File: src/shared/erp_pkg.sv
// Constants and carrier types shared by the Ethernet receive path
package erp_pkg;

  // Framing and buffering
  localparam int unsigned ERP_DELAY_BYTES = 4;
  localparam int unsigned ERP_FIFO_DEPTH  = 8;
  localparam int unsigned ERP_FIFO_WIDTH  = 8;
  localparam int unsigned ERP_ADDR_BYTES  = 6;
  localparam logic [15:0] ERP_MIN_FRAME   = 16'h0040;
  localparam logic [3:0]  ERP_SFD_TAIL    = 4'hb;

  // Frame check sequence, reflected form, no final inversion
  localparam logic [31:0] ERP_CRC_POLY    = 32'hedb88320;
  localparam logic [31:0] ERP_CRC_INIT    = 32'hffffffff;
  localparam logic [31:0] ERP_CRC_RESIDUE = 32'hdebb20e3;

  // Header status byte field positions
  localparam int unsigned ERP_HS_OVF   = 1;
  localparam int unsigned ERP_HS_CRC   = 2;
  localparam int unsigned ERP_HS_ALIGN = 3;
  localparam int unsigned ERP_HS_SHORT = 4;
  localparam int unsigned ERP_HS_GOOD  = 5;

  // Reset values
  localparam logic [3:0]  ERP_TALLY_RESET = 4'h0;
  localparam logic [7:0]  ERP_COUNT_RESET = 8'h00;

  typedef enum logic [1:0] {
    ERP_AF_STATION = 2'h0,
    ERP_AF_HASH    = 2'h1,
    ERP_AF_MULTI   = 2'h2,
    ERP_AF_ALL     = 2'h3
  } erp_filter_t;

  typedef enum logic [1:0] {
    ERP_IDLE   = 2'b00,
    ERP_HUNT   = 2'b01,
    ERP_DATA   = 2'b11,
    ERP_FINISH = 2'b10
  } erp_state_t;

  typedef struct packed {
    logic pkt_arrived;
    logic bus_rd_err;
    logic short_err;
    logic align_err;
    logic crc_err;
    logic overflow;
  } erp_rx_stat_t;

  localparam erp_rx_stat_t ERP_STAT_RESET = '0;

  typedef struct packed {
    logic [7:0]  status;
    logic [15:0] length;
  } erp_hdr_t;

  localparam erp_hdr_t ERP_HDR_RESET = '0;

endpackage : erp_pkg

File: src/design/erp_receive_path.sv
// Ethernet receive path: framing, filtering, CRC check, delay line, FIFO, status
// Notes on behaviour
// - Bytes pass a four-byte delay line so CRC bytes are checked, never stored.
// - A small FIFO decouples receive logic from the buffer controller.
// - Packet rejected and overflow flagged when free space cannot hold it.
// - Host read of an empty receive buffer flags a bus read error.
// - Short packet, CRC error and alignment error are detected and flagged.
// - Data sampled on rising recovered clock edge; clock may stop when idle.
// - Reception starts on carrier only while the link section is enabled.
// - Transmit defers to carrier unless the defer override is high.
// - Pattern 1011 ends preamble; the next bit starts the destination address.
// - Carrier stays up through the frame; its drop ends the frame.
// - Destination tested against two-bit filter mode and multicast hash table.
// - Filtered packets stored only if error-free, unless bad packets accepted.
// - Storing updates header, clears buffer-empty, sets arrived flag, interrupts when enabled.
// - Rejected packets are signalled for discard with a one-cycle pkt_discard pulse.
// - Flawed packets kept for diagnostics carry errors in header status byte.
// - Carrier state is visible as the medium busy flag.
// - Transmit-done flag set when a started transmission finishes.
// - Four-bit collision tally counts collisions, cleared at each packet start.
// - Overflow, CRC, alignment and short errors each interrupt when enabled.
// - Stored packets survive overflow; reception resumes when space frees.
`timescale 1ns/1ps

module erp_fifo #(
  parameter int unsigned WIDTH = 8,
  parameter int unsigned DEPTH = 8
) (
  // Clock and reset
  input  wire logic             clk_sys,
  input  wire logic             sys_rst,
  // Fill side
  input  wire logic             in_valid,
  output logic                  in_ready,
  input  wire logic [WIDTH-1:0] in_data,
  // Drain side
  output logic                  out_valid,
  input  wire logic             out_ready,
  output logic      [WIDTH-1:0] out_data
);
  localparam int unsigned AW = $clog2(DEPTH);

  logic [WIDTH-1:0] mem [DEPTH];
  logic [AW:0]      wptr;
  logic [AW:0]      rptr;
  logic             full;
  logic             empty;

  assign empty     = (wptr == rptr);
  assign full      = (wptr[AW] != rptr[AW]) && (wptr[AW-1:0] == rptr[AW-1:0]);
  assign in_ready  = ~full;
  assign out_valid = ~empty;
  assign out_data  = mem[rptr[AW-1:0]];

  always_ff @(posedge clk_sys) begin
    if (in_valid && !full) begin
      mem[wptr[AW-1:0]] <= in_data;
    end
  end

  always_ff @(posedge clk_sys or posedge sys_rst) begin
    if (sys_rst) begin
      wptr <= '0;
      rptr <= '0;
    end else begin
      if (in_valid && !full) begin
        wptr <= wptr + 1'b1;
      end
      if (out_ready && !empty) begin
        rptr <= rptr + 1'b1;
      end
    end
  end
endmodule : erp_fifo

module erp_receive_path
  import erp_pkg::*;
(
  // Clock and reset
  input  wire logic         clk_sys,
  input  wire logic         sys_rst,
  // Decoder side
  input  wire logic         rx_clk_rec,
  input  wire logic         rx_line_pos,
  input  wire logic         carrier_present,
  // Configuration
  input  wire logic         link_section_off,
  input  wire logic         filter_mode_high,
  input  wire logic         filter_mode_low,
  input  wire logic         accept_bad,
  input  wire logic [47:0]  station_addr,
  input  wire logic [63:0]  hash_table,
  input  wire logic         defer_override,
  input  wire logic [15:0]  free_space,
  // Buffer controller data path
  output logic              out_valid,
  input  wire logic         out_ready,
  output logic [7:0]        out_data,
  output logic              pkt_commit,
  output logic              pkt_discard,
  output erp_hdr_t          pkt_header,
  // Host side
  input  wire logic         host_rd,
  input  wire logic         host_release,
  output logic              rx_buf_empty,
  output erp_rx_stat_t      rx_status,
  input  wire erp_rx_stat_t rx_status_clr,
  input  wire erp_rx_stat_t rx_irq_enable,
  output logic              rx_irq,
  // Transmit statistics
  input  wire logic         tx_start,
  input  wire logic         tx_finish,
  input  wire logic         tx_collision,
  output logic              tx_defer,
  output logic              medium_busy_flag,
  output logic              tx_done,
  output logic              collision_tally_msb,
  output logic [1:0]        collision_tally_mid,
  output logic              collision_tally_lsb
);

  erp_state_t   state;
  logic         rclk_prev;
  logic         rise;
  logic [2:0]   tail;
  logic         sfd_hit;
  logic         bit_take;
  logic [7:0]   shift;
  logic [2:0]   bitcnt;
  logic         byte_done;
  logic [7:0]   next_byte;
  logic [31:0]  crc;
  logic [31:0]  next_crc;
  logic [15:0]  frame_cnt;
  logic [15:0]  stored_cnt;
  logic [2:0]   dfill;
  logic [7:0]   dline [ERP_DELAY_BYTES];
  logic         push;
  logic         fifo_in_ready;
  logic         fifo_empty;
  logic         addr_match;
  logic         addr_bcast;
  logic         addr_multi;
  logic         filt_pass;
  logic         filt_done;
  logic         ovf;
  logic         finish_go;
  logic         err_align;
  logic         err_short;
  logic         err_crc;
  logic         accept;
  logic [7:0]   pkt_count;
  logic [3:0]   tally;
  erp_rx_stat_t stat_set;

  function automatic logic [7:0] erp_addr_byte(input logic [47:0] a, input logic [15:0] i);
    logic [7:0] r;
    r = 8'h00;
    for (int k = 0; k < ERP_ADDR_BYTES; k++) begin
      if (i == 16'(k)) begin
        r = a[8*k +: 8];
      end
    end
    return r;
  endfunction : erp_addr_byte

  // Decoder moves data on the falling edge, so the rising edge sits mid-bit
  assign rise      = rx_clk_rec & ~rclk_prev;
  assign sfd_hit   = (state == ERP_HUNT) && rise && ({tail, rx_line_pos} == ERP_SFD_TAIL);
  assign bit_take  = (state == ERP_DATA) && carrier_present && rise;
  assign byte_done = bit_take && (bitcnt == 3'h7);
  assign next_byte = {rx_line_pos, shift[7:1]};
  assign next_crc  = (crc[0] ^ rx_line_pos) ? ((crc >> 1) ^ ERP_CRC_POLY) : (crc >> 1);

  // Oldest byte leaves the delay line only once four newer bytes are behind it
  assign push = byte_done && (dfill == 3'(ERP_DELAY_BYTES)) && !ovf;

  assign finish_go = (state == ERP_FINISH) && fifo_empty;
  assign err_align = (bitcnt != 3'h0);
  assign err_short = (frame_cnt < ERP_MIN_FRAME);
  assign err_crc   = (crc != ERP_CRC_RESIDUE);
  assign accept    = filt_pass && !ovf &&
                     (!(err_align || err_short || err_crc) || accept_bad);

  assign tx_defer            = carrier_present & ~defer_override;
  assign rx_buf_empty        = (pkt_count == ERP_COUNT_RESET);
  assign collision_tally_msb = tally[3];
  assign collision_tally_mid = tally[2:1];
  assign collision_tally_lsb = tally[0];
  assign rx_irq              = |(rx_status & rx_irq_enable);

  // Receive sequencer
  always_ff @(posedge clk_sys or posedge sys_rst) begin
    if (sys_rst) begin
      state <= ERP_IDLE;
    end else begin
      case (state)
        ERP_IDLE: begin
          if (carrier_present && !link_section_off) begin
            state <= ERP_HUNT;
          end
        end
        ERP_HUNT: begin
          if (!carrier_present) begin
            state <= ERP_IDLE;
          end else if (sfd_hit) begin
            state <= ERP_DATA;
          end
        end
        ERP_DATA: begin
          if (!carrier_present) begin
            state <= ERP_FINISH;
          end
        end
        ERP_FINISH: begin
          if (fifo_empty) begin
            state <= ERP_IDLE;
          end
        end
        default: state <= ERP_IDLE;
      endcase
    end
  end

  // Bit sampling, preamble tail and byte assembly
  always_ff @(posedge clk_sys or posedge sys_rst) begin
    if (sys_rst) begin
      rclk_prev <= 1'b0;
      tail      <= 3'h0;
      shift     <= 8'h00;
      bitcnt    <= 3'h0;
      crc       <= ERP_CRC_INIT;
      frame_cnt <= 16'h0000;
    end else begin
      rclk_prev <= rx_clk_rec;
      if (state == ERP_HUNT && rise) begin
        tail <= {tail[1:0], rx_line_pos};
      end else if (state == ERP_IDLE) begin
        tail <= 3'h0;
      end
      if (sfd_hit) begin
        bitcnt    <= 3'h0;
        crc       <= ERP_CRC_INIT;
        frame_cnt <= 16'h0000;
        tail      <= 3'h0;
      end else if (bit_take) begin
        shift  <= next_byte;
        bitcnt <= bitcnt + 3'h1;
        crc    <= next_crc;
        if (byte_done) begin
          frame_cnt <= frame_cnt + 16'h0001;
        end
      end
    end
  end

  // Four-byte delay line
  always_ff @(posedge clk_sys or posedge sys_rst) begin
    if (sys_rst) begin
      dfill <= 3'h0;
    end else if (sfd_hit) begin
      dfill <= 3'h0;
    end else if (byte_done && dfill != 3'(ERP_DELAY_BYTES)) begin
      dfill <= dfill + 3'h1;
    end
  end

  for (genvar g = 0; g < ERP_DELAY_BYTES; g++) begin : g_dline
    always_ff @(posedge clk_sys) begin
      if (byte_done) begin
        dline[g] <= (g == 0) ? next_byte : dline[(g == 0) ? 0 : g - 1];
      end
    end
  end

  // Destination filter, decided when the sixth address byte completes
  always_ff @(posedge clk_sys or posedge sys_rst) begin
    if (sys_rst) begin
      addr_match <= 1'b0;
      addr_bcast <= 1'b0;
      addr_multi <= 1'b0;
      filt_pass  <= 1'b0;
      filt_done  <= 1'b0;
    end else if (sfd_hit) begin
      addr_match <= 1'b1;
      addr_bcast <= 1'b1;
      addr_multi <= 1'b0;
      filt_pass  <= 1'b0;
      filt_done  <= 1'b0;
    end else if (byte_done && !filt_done) begin
      if (next_byte != erp_addr_byte(station_addr, frame_cnt)) begin
        addr_match <= 1'b0;
      end
      if (next_byte != 8'hff) begin
        addr_bcast <= 1'b0;
      end
      if (frame_cnt == 16'h0000) begin
        addr_multi <= next_byte[0];
      end
      if (frame_cnt == 16'(ERP_ADDR_BYTES - 1)) begin
        filt_done <= 1'b1;
        case (erp_filter_t'({filter_mode_high, filter_mode_low}))
          ERP_AF_STATION: filt_pass <= (addr_match && next_byte == station_addr[47:40]) ||
                                       (addr_bcast && next_byte == 8'hff);
          ERP_AF_HASH:    filt_pass <= (addr_match && next_byte == station_addr[47:40]) ||
                                       (addr_bcast && next_byte == 8'hff) ||
                                       (addr_multi && hash_table[next_crc[5:0]]);
          ERP_AF_MULTI:   filt_pass <= (addr_match && next_byte == station_addr[47:40]) ||
                                       addr_multi;
          ERP_AF_ALL:     filt_pass <= 1'b1;
          default:        filt_pass <= 1'b0;
        endcase
      end
    end
  end

  // Space and FIFO checks; a stalled buffer controller counts as overflow too
  always_ff @(posedge clk_sys or posedge sys_rst) begin
    if (sys_rst) begin
      ovf        <= 1'b0;
      stored_cnt <= 16'h0000;
    end else if (sfd_hit) begin
      ovf        <= 1'b0;
      stored_cnt <= 16'h0000;
    end else if (push) begin
      if (!fifo_in_ready || stored_cnt >= free_space) begin
        ovf <= 1'b1;
      end else begin
        stored_cnt <= stored_cnt + 16'h0001;
      end
    end
  end

  erp_fifo #(
    .WIDTH (ERP_FIFO_WIDTH),
    .DEPTH (ERP_FIFO_DEPTH)
  ) u_fifo (
    .clk_sys   (clk_sys),
    .sys_rst   (sys_rst),
    .in_valid  (push && fifo_in_ready && stored_cnt < free_space),
    .in_ready  (fifo_in_ready),
    .in_data   (dline[ERP_DELAY_BYTES-1]),
    .out_valid (out_valid),
    .out_ready (out_ready),
    .out_data  (out_data)
  );

  assign fifo_empty = ~out_valid;

  // End-of-frame verdict, issued only after the FIFO has drained
  always_ff @(posedge clk_sys or posedge sys_rst) begin
    if (sys_rst) begin
      pkt_commit  <= 1'b0;
      pkt_discard <= 1'b0;
      pkt_header  <= ERP_HDR_RESET;
    end else begin
      pkt_commit  <= finish_go && accept;
      pkt_discard <= finish_go && !accept;
      if (finish_go && accept) begin
        pkt_header.length                 <= stored_cnt;
        pkt_header.status                 <= 8'h00;
        pkt_header.status[ERP_HS_CRC]     <= err_crc;
        pkt_header.status[ERP_HS_ALIGN]   <= err_align;
        pkt_header.status[ERP_HS_SHORT]   <= err_short;
        pkt_header.status[ERP_HS_GOOD]    <= !(err_crc || err_align || err_short);
      end
    end
  end

  // Sticky status; a new event wins over a clear in the same cycle
  always_comb begin
    stat_set             = ERP_STAT_RESET;
    stat_set.pkt_arrived = finish_go && accept;
    stat_set.bus_rd_err  = host_rd && rx_buf_empty;
    stat_set.overflow    = finish_go && filt_pass && ovf;
    stat_set.crc_err     = finish_go && err_crc;
    stat_set.align_err   = finish_go && err_align;
    stat_set.short_err   = finish_go && err_short;
  end

  always_ff @(posedge clk_sys or posedge sys_rst) begin
    if (sys_rst) begin
      rx_status <= ERP_STAT_RESET;
    end else begin
      rx_status <= (rx_status & ~rx_status_clr) | stat_set;
    end
  end

  // Stored-packet count drives the buffer-empty flag
  always_ff @(posedge clk_sys or posedge sys_rst) begin
    if (sys_rst) begin
      pkt_count <= ERP_COUNT_RESET;
    end else begin
      case ({finish_go && accept, host_release && !rx_buf_empty})
        2'b10:   pkt_count <= pkt_count + 8'h01;
        2'b01:   pkt_count <= pkt_count - 8'h01;
        default: pkt_count <= pkt_count;
      endcase
    end
  end

  // Transmit-side statistics
  always_ff @(posedge clk_sys or posedge sys_rst) begin
    if (sys_rst) begin
      medium_busy_flag <= 1'b0;
      tx_done          <= 1'b0;
      tally            <= ERP_TALLY_RESET;
    end else begin
      medium_busy_flag <= carrier_present;
      if (tx_finish) begin
        tx_done <= 1'b1;
      end else if (tx_start) begin
        tx_done <= 1'b0;
      end
      if (tx_start) begin
        tally <= ERP_TALLY_RESET;
      end else if (tx_collision) begin
        tally <= tally + 4'h1;
      end
    end
  end

endmodule : erp_receive_path

File: config.mk
export PLATFORM = sky130hd
export DESIGN_NAME = erp_receive_path
export DESIGN_NICKNAME = d
export VERILOG_FILES = /design/src/shared/erp_pkg.sv /design/src/design/erp_receive_path.sv
export SDC_FILE = /design/constraint.sdc
export NUM_CORES = 1
export LEC_CHECK = 0
export BUFFER_PORTS_ARGS = -buffer_cell sky130_fd_sc_hd__buf_2
export CAP_MARGIN = 10
export CORE_MARGIN = 3
export CORE_UTILIZATION = 45
export CTS_BUF_LIST = sky130_fd_sc_hd__clkbuf_2 sky130_fd_sc_hd__clkbuf_4 sky130_fd_sc_hd__clkbuf_8
export CTS_CLUSTER_DIAMETER = 60
export DETAILED_ROUTE_END_ITERATION = 12
export HOLD_SLACK_MARGIN = 0.06
export PLACE_DENSITY_LB_ADDON = 0.08
export SLEW_MARGIN = 20
export SYNTH_ARGS = -nofsm -noshare
export SYNTH_HDL_FRONTEND = slang
export SYNTH_SLANG_ARGS = --single-unit
File: constraint.sdc
create_clock -name clk_sys -period 7.1 [get_ports clk_sys]
set_input_delay 0 -clock clk_sys [delete_from_list [all_inputs] [get_ports clk_sys]]
set_output_delay 0 -clock clk_sys [all_outputs]
set_load 0.03 [all_outputs]
==> impl_metrics.csv <==
group,metric,value,unit
status,status,"finished, final reports clean",
finish,area_growth,20.24,%
setup_path,critPathLaunchType,"flop",
timing,fin_skew,13.43,ps
setup_path,critical_path_required,7500,ps
placement,portBuffers,201,
synth,yosysSeqAreaShare,55.75,%
cts,cts_max_path_buffers,3,
setup_path,critPathArrivalTime,5010,ps
timing,fin_ws,2496,ps
global_route,first_global_vias,8253,
global_route,grtUsageMet3,3.547,%
global_route,grt_start_max_net_pins,83,
synth,ys_ff_latch,235,
pwr,vdd_drop_max,99.27,uV
global_route,gr-total-overflow,0,
pwr,power-per-cell-area,211.1,nW/um^2
cts,cts_tree,"yes",
global_route,met1_usage,24.93,%
global_route,grt_antenna_before_repair,0,
routing,drc,0,
finish,diodes,0,
finish,fin_nets,1381,
cts,root_buffer,"clkbuf_8",
synth,syn_avg_cell_area,11.95,um^2
die,io_pins,206,
routing,viasPerCell,5.248,
setup_path,endpoint_kind,"flop",
setup_path,critPathSlowestCell,"dfstp_2",
setup_path,crit_type,"flop to flop",
placement,hpwl,17730,um
setup_path,cp_cell_sequence,"nand4b_1, nor4_1, nand4_1, nor3_1, nor2_1, nor3b_1, nor2b_2, inv_1, ha_1, ha_1, a21o_1, a21oi_1, nor2b_1, o21a_1, o41ai_1, xnor2_1, nor2_1, xor2_1",
die,core_area,24680,um^2
hold_path,hold_class,"input port to async pin",
synth,async_flop_share,59.15,%
routing,ant_nets,0,
synth,syn_inst,961,
routing,drtIter0Drc,419,
cts,cts_setup_buffers,0,
placement,gp_congestion,0.7799,
job,maxCapViolCount,0,
setup_path,max_stage_delay,890,ps
global_route,grt_busiest_layer,"met2",
timing,period_needed,4604,ps
routing,first_pass_iters,4,
finish,drive_gt1_share,32.13,%
pwr,leakage,6.131,nW
timing,rsz0062_at_grt,"false",
setup_path,crit_family,"simple AND/OR/NAND/NOR gates",
setup_path,crit_fanout,19,
synth,yosysUniqueCellTypes,64,
timing,maxSlewViolCount,0,
setup_path,critPathBufInv,1,
cts,cts_sinks,235,
timing,fmax,217.2,MHz
synth,synth_ff_type,"dfrtp_1",
die,die_area,27470,um^2
timing,setup_violations,0,
die,die-width,165.7,um
cts,clkSlewWorstSetupHoldPaths,60,ps
cts,numCtsBuffers,40,
die,std_cell_rows,57,
die,chipHeight,165.7,um
routing,dr_total_vias,8103,
synth,yosysWarnings,0,
global_route,grt_pass1_wl,42680,um
timing,tns,0,ps
timing,max_slew_margin,32.61,%
routing,wirelength,25890,um
timing,tightest_slew,1008,ps
global_route,grt_use_total,18.60,%
timing,fin_crit_sh,64.85,%
synth,synth-edff-count,96,
global_route,use_met2,31.65,%
synth,syn_area,11480,um^2
die,start_util,46.53,%
routing,post_drt_wl_per_cell,16.77,um
timing,finalHoldViolCount,0,
cts,clock_latency,530,ps
placement,pre_cts_slack,2522,ps
cts,h-tree-depth,2,
==> per-stage QoR <==
| stage | area (um^2) | util [%] | hold WS (ps) | std cells | power (mW) |
|---|---|---|---|---|---|
| floorplan | 11490 | - | 31.43 | 964 | 1.660 |
| finish | 13800 | 55.94 | 150.6 | 1544 | 2.914 |
| detailed placement | 12790 | 51.82 | 166.2 | 1448 | 1.746 |
| global route | 13800 | 55.94 | 166.7 | 1544 | 3.055 |
| global placement | 12790 | 51.82 | 171.8 | 1448 | 1.745 |
| CTS | 13800 | 55.94 | 135.5 | 1544 | 2.959 |
==> worst register-to-register path, delay by kind of cell (launching register included) <==
family	cells	cell delay (ps)
AO/OA/AOI/OAI	4	880
XOR/XNOR	2	310
adder cells (fa/ha/maj)	2	620
buffers and inverters	1	60
flip-flops	1	890
AND/OR/NAND/NOR	9	1700
==> power by group <==
group          switching (mW)  internal, mW  total [mW]  leakage (nW)
clock network           0.532         0.652        1.18         0.436
logic                   0.135         0.136       0.271          3.03
registers              0.0228          1.44        1.46          2.66
==> Yosys cell counts (all sizes together) (10+ instances only) <==
master,number,area share (%)
dfrtp,107,23
nand2,104,3.5
edfxtp,96,25
nor2,57,1.9
o21ai,57,2.5
inv,41,1.3
xor2,41,3.1
a21oi,36,1.6
ha,36,3.9
clkbuf,35,1.1
mux4,34,6.7
xnor2,34,2.6
dfstp,32,7.3
nor3,31,1.4
mux2,30,2.9
nand3,26,1.1
nand4,18,0.98
buf,15,0.76
o22ai,10,0.54
==> final timing paths <==
kind                                       start      endpoint  slack, ps  depth (start not counted)
worst min-delay path                     sys_rst  pkt_count[4]        150                          3
worst min register to register       dline[1][2]   dline[2][2]        410                          0
worst max register to register            crc[1]  pkt_count[7]       2500                         18
max in group asynchronous                sys_rst  frame_cnt[1]       5670                          4
min in group clk_sys            filter_mode_high     filt_pass        170                          6
worst max-delay path                      crc[1]  pkt_count[7]       2500                         18
==> cells by family (layout without fill, tap and decap cells) <==
kind of cell,count (synthesis),count (layout),share of synthesized area (%)
compound gates,148,148,7.825
xor+xnor,75,75,5.721
fa+ha+maj,37,37,4.098
buf+inv,92,348,3.280
flops,235,235,55.75
mux,72,72,10.31
other cells,1,4,0.03266
simple gates,301,301,12.98
==> state kept, by name (all words and copies together), names as in the netlist, 3 cells and up <==
name,flops
pkt_count,8
u_fifo.wptr,4
u_fifo.mem,64
frame_cnt,16
rx_status,6
pkt_header,20
bitcnt,3
u_fifo.rptr,4
stored_cnt,16
crc,32
dfill,3
shift,7
dline,32
tail,3
tally,4
==> per-layer routing <==
metal	part of all wire, %	up-vias	routed length (um)
met5	0	-	0
met4	1.5	0	399
met3	4.9	38	1269
met2	49	210	12740
met1	44	3903	11480
li1	-	3952	-
==> layout make-up <==
type | instances | area (um^2)
multi-input cells | 637 | 4745
well taps | 324 | 405.4
clock buffers | 58 | 710.7
fillers | 2197 | 10870
flip-flops and latches | 235 | 6401
repair buffers | 232 | 1294
inverters | 42 | 162.7
clock inverters | 16 | 86.33
==> what timing repair did <==
action                                 4_1_cts  5_1_grt
hold buffers                                22        0
gates resized for setup                      0        0
endpoints found under the hold margin      106        0
==> cell usage in the layout, fill, tap and decap left out, drive strengths merged, types with 6 or more instances in the layout <==
cell and instances:
nand3 26, dfrtp 107, nor2b 8, nand2 104, nand4 18, inv 44
mux4 34, dfstp 32, or3 9, clkbuf 58, buf 210, clkinv 14
nor3 31, a221oi 6, mux2 30, dlygate4sd3 22, mux2i 8, ha 36
and3 9, xor2 41, o22ai 10, xnor2 34, edfxtp 96, nor2 57
nand2b 7, a21oi 36, o21ai 57
Power figures use the tool's default switching activity.
